**config.mk**
```make
export PLATFORM = sky130hd
export DESIGN_NAME = vcw_config
export DESIGN_NICKNAME = d
export VERILOG_FILES = /design/src/include/vcw_pkg.sv /design/src/rtl/vcw_config.sv
export VERILOG_INCLUDE_DIRS = /design/src /design/src/include
export SDC_FILE = /design/constraint.sdc
export NUM_CORES = 1
export LEC_CHECK = 0
export BUFFER_PORTS_ARGS = -buffer_cell sky130_fd_sc_hd__buf_2
export CORE_MARGIN = 2
export CORE_UTILIZATION = 55
export DETAILED_ROUTE_END_ITERATION = 6
export PLACE_DENSITY = 0.84
export SYNTH_ARGS = -nofsm -noshare
export SYNTH_HDL_FRONTEND = slang
export SYNTH_SLANG_ARGS = --single-unit
```
**constraint.sdc**
```tcl
create_clock -name clk -period 3.15 [get_ports clk]
set_input_delay 0.63 -clock clk [delete_from_list [all_inputs] [get_ports clk]]
set_output_delay 0.63 -clock clk [all_outputs]
set_load 0.05 [all_outputs]
```
**src/include/vcw_defs.svh**
```systemverilog
`ifndef VCW_DEFS_SVH
`define VCW_DEFS_SVH

// ****************************************************************
// Register byte addresses (PCI memory space, 4 KB window)
// ****************************************************************
`define VCW_OFS_INPUT_SELECT_CONFIG   12'h004
`define VCW_OFS_FIELD_DROP_CONTROL    12'h008
`define VCW_OFS_WINDOW_UPPER_EVEN     12'h00C
`define VCW_OFS_VERT_DELAY_LOW_EVEN   12'h010
`define VCW_OFS_VERT_ACTIVE_LOW_EVEN  12'h014
`define VCW_OFS_HORIZ_DELAY_LOW_EVEN  12'h018
`define VCW_OFS_WINDOW_UPPER_ODD      12'h08C
`define VCW_OFS_VERT_DELAY_LOW_ODD    12'h090
`define VCW_OFS_VERT_ACTIVE_LOW_ODD   12'h094
`define VCW_OFS_HORIZ_DELAY_LOW_ODD   12'h098

// ****************************************************************
// Reset values
// ****************************************************************
`define VCW_RST_INPUT_SELECT_CONFIG   8'h58
`define VCW_RST_FIELD_DROP_CONTROL    8'h00
`define VCW_RST_WINDOW_UPPER          8'h12
`define VCW_RST_VERT_DELAY_LOW        8'h16
`define VCW_RST_VERT_ACTIVE_LOW       8'hE0
`define VCW_RST_HORIZ_DELAY_LOW       8'h78

// ****************************************************************
// Field positions
// ****************************************************************
`define VCW_ISC_SELECTOR              6:5
`define VCW_ISC_CRYSTAL               4:3
`define VCW_ISC_STANDARD              2:0
`define VCW_FDC_UNIT                  7
`define VCW_FDC_PARITY                6
`define VCW_FDC_RATIO                 5:0
`define VCW_UPR_VSTART                7:6
`define VCW_UPR_VLINES                5:4
`define VCW_UPR_HSTART                3:2
`define VCW_UPR_HPIXELS               1:0

// ****************************************************************
// Drop periods in fields or frames
// ****************************************************************
`define VCW_PERIOD_525                7'h3C
`define VCW_PERIOD_625                7'h32

`endif

```
**src/include/vcw_pkg.sv**
```systemverilog
package vcw_pkg;

  // Register selected by a decoded address
  typedef enum logic [3:0] {
    VCW_REG_NONE   = 4'b0000,
    VCW_REG_ISC    = 4'b0001,
    VCW_REG_FDC    = 4'b0010,
    VCW_REG_UPR_E  = 4'b0011,
    VCW_REG_VDL_E  = 4'b0100,
    VCW_REG_VAL_E  = 4'b0101,
    VCW_REG_HDL_E  = 4'b0110,
    VCW_REG_UPR_O  = 4'b0111,
    VCW_REG_VDL_O  = 4'b1000,
    VCW_REG_VAL_O  = 4'b1001,
    VCW_REG_HDL_O  = 4'b1010
  } vcw_reg_e;

  // Video standard in use
  typedef enum logic [2:0] {
    VCW_STD_AUTO     = 3'b000,
    VCW_STD_NTSC_M   = 3'b001,
    VCW_STD_NTSC_NP  = 3'b010,
    VCW_STD_PAL_BDGHI = 3'b011,
    VCW_STD_PAL_M    = 3'b100,
    VCW_STD_PAL_N    = 3'b101,
    VCW_STD_SECAM    = 3'b110,
    VCW_STD_PAL_NC   = 3'b111
  } vcw_std_e;

  // Window in force for the current field
  typedef struct packed {
    logic [9:0] vert_start_offset;
    logic [9:0] vert_window_lines;
    logic [9:0] horiz_start_offset;
    logic [1:0] horiz_window_top_bits;
  } vcw_window_s;

  // Register port request
  typedef struct packed {
    logic [11:2] addr;
    logic [3:0]  be;
    logic        wr;
    logic        rd;
    logic [31:0] wdata;
  } vcw_req_s;

endpackage : vcw_pkg

```
**src/rtl/vcw_config.sv**
```systemverilog
// Notes on behaviour
// - Input select config resets to 0x58.
// - Selector 01/10/11 route inputs two/zero/one.
// - Enhanced part: selector 00 routes input three.
// - Crystal selector: 01 zero, 10 one, 11 auto.
// - Standard selector decodes six standards at 001-110, 000 auto.
// - Auto standard follows line count status bit.
// - Enhanced part: standard 111 is PAL N-combination.
// - Drop control resets zero, discards chosen fields.
// - Bit 7 picks frame or field dropping.
// - Bit 6 picks parity of first drop.
// - Ratio drops N of 60/50; zero disables.
// - Upper bits reset 0x12, four two-bit fields.
// - Vertical start top bits swap even/odd addresses.
// - Vertical start counts half lines after sync reset.
// - Vertical window lines are ten bits.
// - Horizontal start counts scaled pixels after sync.
// - Separate even/odd copies switch on field indicator.
// - Data on byte lane 0; upper lanes zero.
// - Line count status: 0 is 525, 1 is 625.
`timescale 1ns/1ns
`default_nettype none
`include "vcw_defs.svh"

module vcw_config #(
  parameter bit ENHANCED = 1'b1
) (
  input  wire logic                 clk,
  input  wire logic                 rst_n,
  input  wire vcw_pkg::vcw_req_s    req,
  output logic [31:0]               reg_rdata,
  output logic                      reg_rvalid,
  input  wire logic                 line_count_status,
  input  wire logic                 field_start,
  input  wire logic                 field_even,
  input  wire logic                 vertical_sync_reset,
  input  wire logic                 half_line_tick,
  input  wire logic                 line_tick,
  input  wire logic                 horizontal_sync_reset,
  input  wire logic                 scaled_pixel_tick,
  output logic [3:0]                analog_mux_output,
  output logic                      crystal_zero,
  output logic                      crystal_one,
  output vcw_pkg::vcw_std_e         standard,
  output logic                      capture_enable,
  output vcw_pkg::vcw_window_s      window,
  output logic                      vert_active_video,
  output logic                      horiz_active_video
);

  // ****************************************************************
  // Address decode
  // ****************************************************************

  // Maps a dword address to a register; unused addresses give none
  function automatic vcw_pkg::vcw_reg_e decode(input logic [11:2] a);
    logic [11:0] byte_addr;
    byte_addr = {a, 2'b00};
    case (byte_addr)
      `VCW_OFS_INPUT_SELECT_CONFIG:  decode = vcw_pkg::VCW_REG_ISC;
      `VCW_OFS_FIELD_DROP_CONTROL:   decode = vcw_pkg::VCW_REG_FDC;
      `VCW_OFS_WINDOW_UPPER_EVEN:    decode = vcw_pkg::VCW_REG_UPR_E;
      `VCW_OFS_VERT_DELAY_LOW_EVEN:  decode = vcw_pkg::VCW_REG_VDL_E;
      `VCW_OFS_VERT_ACTIVE_LOW_EVEN: decode = vcw_pkg::VCW_REG_VAL_E;
      `VCW_OFS_HORIZ_DELAY_LOW_EVEN: decode = vcw_pkg::VCW_REG_HDL_E;
      `VCW_OFS_WINDOW_UPPER_ODD:     decode = vcw_pkg::VCW_REG_UPR_O;
      `VCW_OFS_VERT_DELAY_LOW_ODD:   decode = vcw_pkg::VCW_REG_VDL_O;
      `VCW_OFS_VERT_ACTIVE_LOW_ODD:  decode = vcw_pkg::VCW_REG_VAL_O;
      `VCW_OFS_HORIZ_DELAY_LOW_ODD:  decode = vcw_pkg::VCW_REG_HDL_O;
      default:                       decode = vcw_pkg::VCW_REG_NONE;
    endcase
  endfunction : decode

  vcw_pkg::vcw_reg_e sel;
  logic              wr_lane0;

  // Only byte lane 0 carries data, so a write without it stores nothing
  assign sel      = decode(req.addr);
  assign wr_lane0 = req.wr && req.be[0];

  // ****************************************************************
  // Register storage
  // ****************************************************************

  logic [7:0] isc_q;
  logic [7:0] fdc_q;
  logic [5:0] upr_q      [2];   // Index 0 even, 1 odd; bits [5:0] only
  logic [1:0] vtop_q     [2];   // Vertical start top bits per field
  logic [7:0] vdl_q      [2];
  logic [7:0] val_q      [2];
  logic [7:0] hdl_q      [2];

  // Upper-bits reset held as a value so that its fields can be sliced
  localparam logic [7:0] UPR_RST = `VCW_RST_WINDOW_UPPER;

  // Input select and drop control
  always_ff @(posedge clk)
  begin
    if (!rst_n)
    begin
      isc_q <= `VCW_RST_INPUT_SELECT_CONFIG;
      fdc_q <= `VCW_RST_FIELD_DROP_CONTROL;
    end
    else if (wr_lane0)
    begin
      // Reserved bit 7 is stored as written and steers nothing
      if (sel == vcw_pkg::VCW_REG_ISC)
        isc_q <= req.wdata[7:0];
      if (sel == vcw_pkg::VCW_REG_FDC)
        fdc_q <= req.wdata[7:0];
    end
  end

  // Upper-bits registers; vertical start top bits land in the other field
  always_ff @(posedge clk)
  begin
    if (!rst_n)
    begin
      for (int f = 0; f < 2; f++)
      begin
        upr_q[f]  <= UPR_RST[5:0];
        vtop_q[f] <= UPR_RST[`VCW_UPR_VSTART];
      end
    end
    else if (wr_lane0)
    begin
      if (sel == vcw_pkg::VCW_REG_UPR_E)
      begin
        upr_q[0]  <= req.wdata[5:0];
        vtop_q[1] <= req.wdata[`VCW_UPR_VSTART];
      end
      if (sel == vcw_pkg::VCW_REG_UPR_O)
      begin
        upr_q[1]  <= req.wdata[5:0];
        vtop_q[0] <= req.wdata[`VCW_UPR_VSTART];
      end
    end
  end

  // Low bytes of the window values, one copy per field
  always_ff @(posedge clk)
  begin
    if (!rst_n)
    begin
      for (int f = 0; f < 2; f++)
      begin
        vdl_q[f] <= `VCW_RST_VERT_DELAY_LOW;
        val_q[f] <= `VCW_RST_VERT_ACTIVE_LOW;
        hdl_q[f] <= `VCW_RST_HORIZ_DELAY_LOW;
      end
    end
    else if (wr_lane0)
    begin
      case (sel)
        vcw_pkg::VCW_REG_VDL_E: vdl_q[0] <= req.wdata[7:0];
        vcw_pkg::VCW_REG_VAL_E: val_q[0] <= req.wdata[7:0];
        vcw_pkg::VCW_REG_HDL_E: hdl_q[0] <= req.wdata[7:0];
        vcw_pkg::VCW_REG_VDL_O: vdl_q[1] <= req.wdata[7:0];
        vcw_pkg::VCW_REG_VAL_O: val_q[1] <= req.wdata[7:0];
        vcw_pkg::VCW_REG_HDL_O: hdl_q[1] <= req.wdata[7:0];
        default: ;
      endcase
    end
  end

  // ****************************************************************
  // Read path
  // ****************************************************************

  logic [7:0] rd_byte;

  // Upper-bits readback mirrors the write mapping, swap included
  always_comb
  begin
    case (sel)
      vcw_pkg::VCW_REG_ISC:   rd_byte = isc_q;
      vcw_pkg::VCW_REG_FDC:   rd_byte = fdc_q;
      vcw_pkg::VCW_REG_UPR_E: rd_byte = {vtop_q[1], upr_q[0]};
      vcw_pkg::VCW_REG_VDL_E: rd_byte = vdl_q[0];
      vcw_pkg::VCW_REG_VAL_E: rd_byte = val_q[0];
      vcw_pkg::VCW_REG_HDL_E: rd_byte = hdl_q[0];
      vcw_pkg::VCW_REG_UPR_O: rd_byte = {vtop_q[0], upr_q[1]};
      vcw_pkg::VCW_REG_VDL_O: rd_byte = vdl_q[1];
      vcw_pkg::VCW_REG_VAL_O: rd_byte = val_q[1];
      vcw_pkg::VCW_REG_HDL_O: rd_byte = hdl_q[1];
      default:                rd_byte = 8'h00;  // Unused reads as zero
    endcase
  end

  // Read data one cycle after the request; upper lanes always zero
  always_ff @(posedge clk)
  begin
    if (!rst_n)
    begin
      reg_rdata  <= 32'h0000_0000;
      reg_rvalid <= 1'b0;
    end
    else
    begin
      reg_rvalid <= req.rd;
      reg_rdata  <= {24'h00_0000, (req.rd && req.be[0]) ? rd_byte : 8'h00};
    end
  end

  // ****************************************************************
  // Input, crystal and standard selection
  // ****************************************************************

  logic [1:0] mux_code;
  logic [1:0] xt_code;
  logic [2:0] std_code;

  assign mux_code = isc_q[`VCW_ISC_SELECTOR];
  assign xt_code  = isc_q[`VCW_ISC_CRYSTAL];
  assign std_code = isc_q[`VCW_ISC_STANDARD];

  // One-hot analog route; reserved code on the base part routes nothing
  always_ff @(posedge clk)
  begin
    if (!rst_n)
      analog_mux_output <= 4'h0;
    else
    begin
      case (mux_code)
        2'b01:   analog_mux_output <= 4'h4;
        2'b10:   analog_mux_output <= 4'h1;
        2'b11:   analog_mux_output <= 4'h2;
        default: analog_mux_output <= ENHANCED ? 4'h8 : 4'h0;
      endcase
    end
  end

  // Auto mode takes crystal one for 625-line video, zero for 525
  always_ff @(posedge clk)
  begin
    if (!rst_n)
    begin
      crystal_zero <= 1'b0;
      crystal_one  <= 1'b0;
    end
    else
    begin
      case (xt_code)
        2'b01:
        begin
          crystal_zero <= 1'b1;
          crystal_one  <= 1'b0;
        end
        2'b10:
        begin
          crystal_zero <= 1'b0;
          crystal_one  <= 1'b1;
        end
        2'b11:
        begin
          crystal_zero <= !line_count_status;
          crystal_one  <= line_count_status;
        end
        default:
        begin
          crystal_zero <= 1'b0;
          crystal_one  <= 1'b0;
        end
      endcase
    end
  end

  // Standard in force; reserved 111 on the base part falls back to auto
  always_ff @(posedge clk)
  begin
    if (!rst_n)
      standard <= vcw_pkg::VCW_STD_NTSC_M;
    else if (std_code == 3'b000 || (std_code == 3'b111 && !ENHANCED))
      standard <= line_count_status ? vcw_pkg::VCW_STD_PAL_BDGHI
                                    : vcw_pkg::VCW_STD_NTSC_M;
    else
      standard <= vcw_pkg::vcw_std_e'(std_code);
  end

  // ****************************************************************
  // Temporal decimation
  // ****************************************************************

  logic       drop_q;
  logic       armed_q;
  logic [6:0] acc_q;
  logic [6:0] period;
  logic [6:0] ratio;
  logic [6:0] sum;
  logic       first_parity;
  logic       frame_head;

  assign period       = line_count_status ? `VCW_PERIOD_625 : `VCW_PERIOD_525;
  assign ratio        = {1'b0, fdc_q[`VCW_FDC_RATIO]};
  assign sum          = acc_q + ratio;
  assign first_parity = fdc_q[`VCW_FDC_PARITY];
  assign frame_head   = (field_even == first_parity);

  // Error accumulator spreads drops evenly; a rewrite restarts alignment
  always_ff @(posedge clk)
  begin
    if (!rst_n)
    begin
      drop_q  <= 1'b0;
      armed_q <= 1'b0;
      acc_q   <= 7'h00;
    end
    else if (wr_lane0 && sel == vcw_pkg::VCW_REG_FDC)
    begin
      drop_q  <= 1'b0;
      armed_q <= 1'b0;
      acc_q   <= 7'h00;
    end
    else if (field_start)
    begin
      if (ratio == 7'h00)
      begin
        drop_q  <= 1'b0;
        armed_q <= 1'b0;
      end
      else if (!armed_q)
      begin
        // First drop lands on the chosen parity
        drop_q  <= frame_head;
        armed_q <= frame_head;
        acc_q   <= 7'h00;
      end
      else if (fdc_q[`VCW_FDC_UNIT] || frame_head)
      begin
        // Per field, or at the head of each frame
        if (sum >= period)
        begin
          drop_q <= 1'b1;
          acc_q  <= (ratio >= period) ? acc_q : sum - period;   // No carry growth when all drop
        end
        else
        begin
          drop_q <= 1'b0;
          acc_q  <= sum;
        end
      end
      // Second field of a frame keeps the frame's decision
    end
  end

  assign capture_enable = !drop_q;

  // ****************************************************************
  // Field window and start counters
  // ****************************************************************

  // Copies switch only at a field start so a field in progress is stable
  always_ff @(posedge clk)
  begin
    if (!rst_n)
      window <= '{vert_start_offset:    {UPR_RST[`VCW_UPR_VSTART],
                                         `VCW_RST_VERT_DELAY_LOW},
                  vert_window_lines:    {UPR_RST[`VCW_UPR_VLINES],
                                         `VCW_RST_VERT_ACTIVE_LOW},
                  horiz_start_offset:   {UPR_RST[`VCW_UPR_HSTART],
                                         `VCW_RST_HORIZ_DELAY_LOW},
                  horiz_window_top_bits: UPR_RST[`VCW_UPR_HPIXELS]};
    else if (field_start)
    begin
      for (int f = 0; f < 2; f++)
      begin
        if ((f == 0) == field_even)
        begin
          window.vert_start_offset     <= {vtop_q[f], vdl_q[f]};
          window.vert_window_lines     <= {upr_q[f][`VCW_UPR_VLINES], val_q[f]};
          window.horiz_start_offset    <= {upr_q[f][`VCW_UPR_HSTART], hdl_q[f]};
          window.horiz_window_top_bits <= upr_q[f][`VCW_UPR_HPIXELS];
        end
      end
    end
  end

  logic       vsr_prev_q;
  logic       hsr_prev_q;
  logic [9:0] half_cnt_q;
  logic [9:0] line_cnt_q;
  logic [9:0] pix_cnt_q;
  logic       v_wait_q;
  logic       h_wait_q;

  // Previous sync levels for trailing and falling edges
  always_ff @(posedge clk)
  begin
    if (!rst_n)
    begin
      vsr_prev_q <= 1'b0;
      hsr_prev_q <= 1'b0;
    end
    else
    begin
      vsr_prev_q <= vertical_sync_reset;
      hsr_prev_q <= horizontal_sync_reset;
    end
  end

  // Half lines to active video, then lines of the vertical window
  always_ff @(posedge clk)
  begin
    if (!rst_n)
    begin
      half_cnt_q        <= 10'h000;
      line_cnt_q        <= 10'h000;
      v_wait_q          <= 1'b0;
      vert_active_video <= 1'b0;
    end
    else if (vsr_prev_q && !vertical_sync_reset)
    begin
      half_cnt_q        <= 10'h000;
      line_cnt_q        <= 10'h000;
      v_wait_q          <= 1'b1;
      vert_active_video <= 1'b0;
    end
    else if (v_wait_q && half_cnt_q == window.vert_start_offset)
    begin
      v_wait_q          <= 1'b0;
      vert_active_video <= (window.vert_window_lines != 10'h000);
    end
    else if (v_wait_q && half_line_tick)
      half_cnt_q <= half_cnt_q + 10'h001;
    else if (vert_active_video && line_tick)
    begin
      line_cnt_q <= line_cnt_q + 10'h001;
      if (line_cnt_q + 10'h001 >= window.vert_window_lines)
        vert_active_video <= 1'b0;
    end
  end

  // Scaled pixels from the fall of horizontal sync reset
  always_ff @(posedge clk)
  begin
    if (!rst_n)
    begin
      pix_cnt_q          <= 10'h000;
      h_wait_q           <= 1'b0;
      horiz_active_video <= 1'b0;
    end
    else if (hsr_prev_q && !horizontal_sync_reset)
    begin
      pix_cnt_q          <= 10'h000;
      h_wait_q           <= 1'b1;
      horiz_active_video <= 1'b0;
    end
    else if (h_wait_q && pix_cnt_q == window.horiz_start_offset)
    begin
      h_wait_q           <= 1'b0;
      horiz_active_video <= 1'b1;
    end
    else if (h_wait_q && scaled_pixel_tick)
      pix_cnt_q <= pix_cnt_q + 10'h001;
  end

endmodule : vcw_config
`default_nettype wire

```
# == After elaboration in Yosys (flattened, before gate mapping) ==
# Memories as Yosys holds them, arrays and structs flattened.
# Cells that the tools add are included.
# word_totals
register_bits,135
ram_bits,64
output_inout_bits,77
elab_cells,190
n_memories,5
# op_classes
n_addsub,5
n_lt_le_gt_ge,3
eq_ne,33
n_mux,70
n_bitwise,15
n_reduce_logical,34
# mem_list
memory,words,word_bits,rd,rd_ports_with_merged_regs,wr,line,text
hdl_q,2,8,2,0,2,vcw_config.sv:91,logic [7:0] hdl_q [2];
val_q,2,8,2,0,2,vcw_config.sv:90,logic [7:0] val_q [2];
vdl_q,2,8,2,0,2,vcw_config.sv:89,logic [7:0] vdl_q [2];
upr_q,2,6,2,0,2,vcw_config.sv:87,logic [5:0] upr_q [2];
vtop_q,2,2,2,0,2,vcw_config.sv:88,logic [1:0] vtop_q [2];
# ops
cell,count
case mux 8 bit (10 select lines),1
2-to-1 mux 8 bit,6
2-to-1 mux 1 bit,47
equality test 10 x 6 -> 1 bit (second input constant),4
case mux 4 bit (10 select lines),1
2-to-1 mux 32 bit,1
adder 10 x 1 -> 10 bit (second input constant),3
equality test 10 x 3 -> 1 bit (second input constant),3
2-to-1 mux 7 bit,4
equality test 10 bit,2
equality test 10 x 2 -> 1 bit (second input constant),2
equality test 4 x 3 -> 1 bit (second input constant),4
equality test 4 bit (second input constant),3
2-to-1 mux 6 bit,2
case mux 4 bit (3 select lines),1
AND reduction 2 bit,6
equality test 10 x 1 -> 1 bit (second input constant),1
greater-or-equal comparator 10 bit,1
logical AND 1 bit,10
bitwise OR 1 bit,10
nonzero test 10 bit,1
equality test 2 bit (second input constant),4
equality test 4 x 2 -> 1 bit (second input constant),2
nonzero test 2 bit,4
other kinds (23),37

# == Depth between registers and ports, before layout ==
# depth
depth_word,8
ltp_mapped,12
ltp_nobuf,12

# == Least setup slack after synthesis ==
# OpenSTA, ideal clock, no wires.
# synth_timing
path_kind,register to register
from,register fdc_q[0]
to,register acc_q[4]
setup_ns,0.133
arrival_time_ns,2.704
t_required_ns,3.017
setup_slack_ns,0.313
stages_incl_launch_ff,12
path_cell_list,dfxtp_1 > ha_1 > fa_1 > inv_1 > ha_1 > fa_1 > nor2b_1 > nor3_1 > nor3_1 > a31oi_1 > a221oi_1 > o22ai_1
# synth_via
elab_chain_cells,6
word_cells_on_any_way,12
cone_classes,add/sub: 2; order compare: 2; eq/ne: 1; mux: 4; bitwise: 1; reduce/logical: 2
# synth_lines
item,line,text
from (decl),vcw_config.sv:86,logic [7:0] fdc_q;
from (signal assigned),vcw_config.sv:102,fdc_q <= `VCW_RST_FIELD_DROP_CONTROL;
from (signal assigned),vcw_config.sv:110,fdc_q <= req.wdata[7:0];
adder 7 x 6 -> 7 bit,vcw_config.sv:295,assign sum = acc_q + ratio;
subtractor 7 x 6 -> 7 bit,vcw_config.sv:334,acc_q <= (ratio >= period) ? acc_q : sum - period;
2-to-1 mux 7 bit,vcw_config.sv:334,
2-to-1 mux 7 bit,vcw_config.sv:331,if (sum >= period)
2-to-1 mux 7 bit,vcw_config.sv:328,else if (fdc_q[`VCW_FDC_UNIT] || frame_head)
2-to-1 mux 7 bit,vcw_config.sv:321,else if (!armed_q)
to (signal assigned),vcw_config.sv:334,
to (signal assigned),vcw_config.sv:339,acc_q <= sum;
to (decl),vcw_config.sv:286,logic [6:0] acc_q;
# Parallel ways exist; a longest one is shown, timed or not. The select of a mux whose other input is x is not followed.
# A chain may end at the register's enable or synchronous reset.

# == Final worst setup path ==
# Same ends and word-level chain as after synthesis.

==> reports/results.md <==
| Quantity | Reported |
|:---|:---|
| Most used cells in the layout excluding fill and tap cells | 109 x sky130_fd_sc_hd__dfxtp_1, 99 x sky130_fd_sc_hd__nand2_1, 83 x sky130_fd_sc_hd__buf_2 |
| Initial standard-cell utilization of the core | 56.01% |
| Worst setup path startpoint | fdc_q[0] |
| Die Y-Extent | 130.7 µm |
| Clock group share of total power | 42.2% |
| Logic pwr share | 10.1% |
| Summed instance area of the synthesized netlist | 8832 µm² |
| Total CTS buffers | 17 |
| Worst Clk Skew | 0.007352 ns |
| Int Pwr | 3.877 mW |
| Fin cells | 1198 |
| Via count normalized by instance count | 5.878 |
| Synthesized-area fraction occupied by adder cells | 4.108% |
| Power density normalized to cell area | 519.5 nW/µm² |
| Wire length of the first global-routing pass | 33270 µm |
| Placement row count | 46 |
| Peak ir drop on the vdd network | 0.3816 mV |
| Synth Area per Inst | 9.891 µm² |
| Total of endpoints with negative setup slack in the final report | 0 |
| Worst-path maximum fanout | 5 |
| Async set or reset register ratio after synthesis | 0% |
| Number of nets with antenna violations after routing | 0 |
| Max-slew violation count | 0 |
| Switch share | 25.59% |
| Flops & latches, synth | 175 |
| Critical path endpoint category | flop |
| Seq. cell area | 4146 µm² |
| Routed wirelength normalized by instance count | 18.27 µm |
| Reported max-cap violation count | 0 |
| Worst-skew pair later-pin latency | 0.44 ns |
| Final routed DRC violation total | 0 |
| Detailed Place HPWL | 15730 µm |
| Total of hold buffers inserted after clock tree synthesis | 0 |
| Die outline width | 130.7 µm |
| Post-Place Worst Slack | 0.08431 ns |
| Dominant combinational cell family by area after synthesis | simple AND/OR/NAND/NOR gates |
| Number of top-level pins | 135 |
| Gate count of the mapped netlist | 893 |
| Slew of the pin with the lowest slew margin | 0.8038 ns |
| Footprint of the multi-input gates | 4335 µm² |
| Reported net switching power | 1.334 mW |
| Hold Crit Class | in -> reg |
| Number of synthesis warnings | 0 |
| Simple-gate share of the synthesized area | 18.18% |
| CTS clock-pin slew for the worst setup and hold paths | 0.07 ns |
| Area fraction in compound gates after synthesis | 13.47% |
| Remaining Overflow, GRT | 0 |
| Final weighted congestion in routability-driven placement | 0.9917 |
| Achievable frequency | 0.3320 GHz |
| Layout cell share with drive strength beyond 1 | 16.80% |
| Fill cell instance count of the final layout | 1269 |
| Via count | 7042 |
| Crit path setup slack, layout | 0.1384 ns |
| Sequential group share of total power | 47.7% |
| Hold Path Origin | horizontal_sync_reset |
| Drt first-iter violations | 580 |
| CTS tree | built |
| Final period util | 95.61% |
| Std-Cell Core Area | 15770 µm² |
| Most common library cell in the layout ignoring fill and taps | sky130_fd_sc_hd__dfxtp_1 |
| Hold slack final | 0.4215 ns |
| DIE AREA | 17090 µm² |
| Number of synthesized flops with an enable pin | 64 |
| Buffer type at the clock tree root | sky130_fd_sc_hd__clkbuf_16 |
| Sequential fraction of the synthesis area | 46.92% |
| Total clock sinks | 175 |
| Critical Path RT | 3.47 ns |
| Detailed Route WL | 21890 µm |
| Antenna violations before repair | 0 |
| Outcome | finished, final reports clean |
| Worst setup SP type | flop |
| Multiplexer share of the synthesized area | 6.771% |
| Min cycle time layout | 3.012 ns |
| R2r startpoint | fdc_q[0] |
| Instance count after placement with tap cells included | 1165 |
| XOR/XNOR share of the synthesized area | 5.256% |
| Antenna fix cells | 0 |
| Setup TNS | 0 ns |
| Total of buffers placed on input and output ports | 83 |
| Crit path arrival time | 3.33 ns |
| Final #Nets | 1054 |
| Max clock buf depth | 2 |
| First-pass detailed-route iteration total | 5 |
| Static leakage power | 4.307 nW |
| Dominant register cell in the synthesized netlist | sky130_fd_sc_hd__dfxtp_1 |
| Total count of hold-check failures in the final report | 0 |
| Count of cell types in the netlist | 72 |
| Number of global-route vias before repair | 6439 |
| Start-to-end type of the worst setup path | reg -> reg |
| Maximum number of pins on one net before global-route repair | 47 |
| Total Routing Usage GR | 25.55% |
| Area overhead of the layout relative to synthesis | 13.56% |
| Count of H-tree levels built during CTS | 4 |
| Worst slew slack as a fraction of its limit | 46.18% |
[power by group through the flow]
stage / logic, mW / clock network (mW) / registers [mW]
after floorplan: 0.298 / 0 / 2.62
after global placement: 0.513 / 0 / 2.53
after detailed placement: 0.519 / 0 / 2.53
after CTS: 0.524 / 2.21 / 2.48
after global routing: 0.561 / 2.30 / 2.49
final: 0.528 / 2.20 / 2.49
[cell families (layout without fill, tap and decap cells)]
family | Yosys count | after routing
simple gates | 319 | 319
xor+xnor | 53 | 53
mux | 59 | 59
compound gates | 163 | 163
buf+inv | 95 | 161
other cells | 1 | 24
fa+ha+maj | 28 | 28
flops | 175 | 175
[flip-flops by register name, summed over array words and instances (netlist names), 7 cells and up]
register	flops
fdc_q	8
acc_q	7
hdl_q	16
upr_q	12
half_cnt_q	10
reg_rdata	8
window	32
val_q	16
isc_q	8
pix_cnt_q	10
line_cnt_q	10
vdl_q	16
[synthesized netlist by cell type, drive strengths merged, types with 4 or more instances]
library cell	count	share of area (%)
nand2	99	4.2
nor2	64	2.7
clkbuf	33	1.4
and4b	4	0.45
nand2b	12	0.85
a31oi	10	0.78
nand4	12	0.85
ha	25	3.5
a21oi	29	1.6
a222oi	4	0.45
xnor2	11	1.1
o22ai	11	0.78
a22oi	17	1.4
buf	35	2.7
mux2i	53	6.0
edfxtp	64	22
and3	14	1.0
or3	9	0.68
xor2	42	4.2
inv	27	1.1
nor2b	22	1.6
or2	5	0.35
and4	4	0.40
o211a	22	2.5
mux2	6	0.76
o211ai	21	1.8
o21ai	24	1.4
nor4	12	0.92
dfxtp	111	25
nor3	13	0.79
and2	23	1.6
nand3	19	1.1
a21o	4	0.34
[critical path, stage by stage, from the launching register on]
cell and delay, ns:
sky130_fd_sc_hd__dfxtp_1 0.36, sky130_fd_sc_hd__ha_2 0.23, sky130_fd_sc_hd__fa_1 0.53, sky130_fd_sc_hd__inv_1 0.06
sky130_fd_sc_hd__ha_1 0.20, sky130_fd_sc_hd__fa_1 0.40, sky130_fd_sc_hd__nor2b_2 0.16, sky130_fd_sc_hd__nor3_1 0.07
sky130_fd_sc_hd__nor3_1 0.18, sky130_fd_sc_hd__buf_4 0.15, sky130_fd_sc_hd__a31oi_1 0.13, sky130_fd_sc_hd__a221oi_1 0.32
sky130_fd_sc_hd__o22ai_1 0.11
[cell type report]
| class | count | share of cell area, % |
|---|---|---|
| clock buffers | 17 | 4.242 |
| clock inverters | 15 | 1.921 |
| inverters | 27 | 1.010 |
| multi-input cells | 646 | 43.23 |
| flip-flops and latches | 175 | 41.34 |
| well taps | 216 | 2.695 |
| repair buffers | 102 | 5.564 |
[what timing repair did]
action,in CTS,in global routing
setup endpoints to repair,0,7
setup buffers,0,1
gates resized for setup,0,7
[worst paths after layout]
kind | endpoint | slack, ns | cells after the start
worst min-delay path | hsr_prev_q | 0.42 | 2
worst max-delay path | acc_q[4] | 0.14 | 12
worst max register to register | acc_q[4] | 0.14 | 12
worst min register to register | acc_q[5] | 0.46 | 2
[metal layers]
| metal | track usage (%) | up-vias | part of all wire (%) |
|---|---|---|---|
| li1 | - | 3327 | - |
| met1 | 32.01 | 3354 | 40 |
| met2 | 43.01 | 303 | 48 |
| met3 | 4.927 | 58 | 8.0 |
| met4 | 11.58 | 0 | 3.9 |
| met5 | 0 | - | 0 |
[metrics by stage]
step,total power [mW],cell area [µm²],utilization [%]
2_1_floorplan,2.920,8919,-
3_3_place_gp,3.041,9376,59.46
3_5_place_dp,3.051,9376,59.46
4_1_cts,5.214,9995,63.38
5_1_grt,5.349,10030,63.60
6_report,5.211,10030,63.60
(Power assumes the default switching activity.)
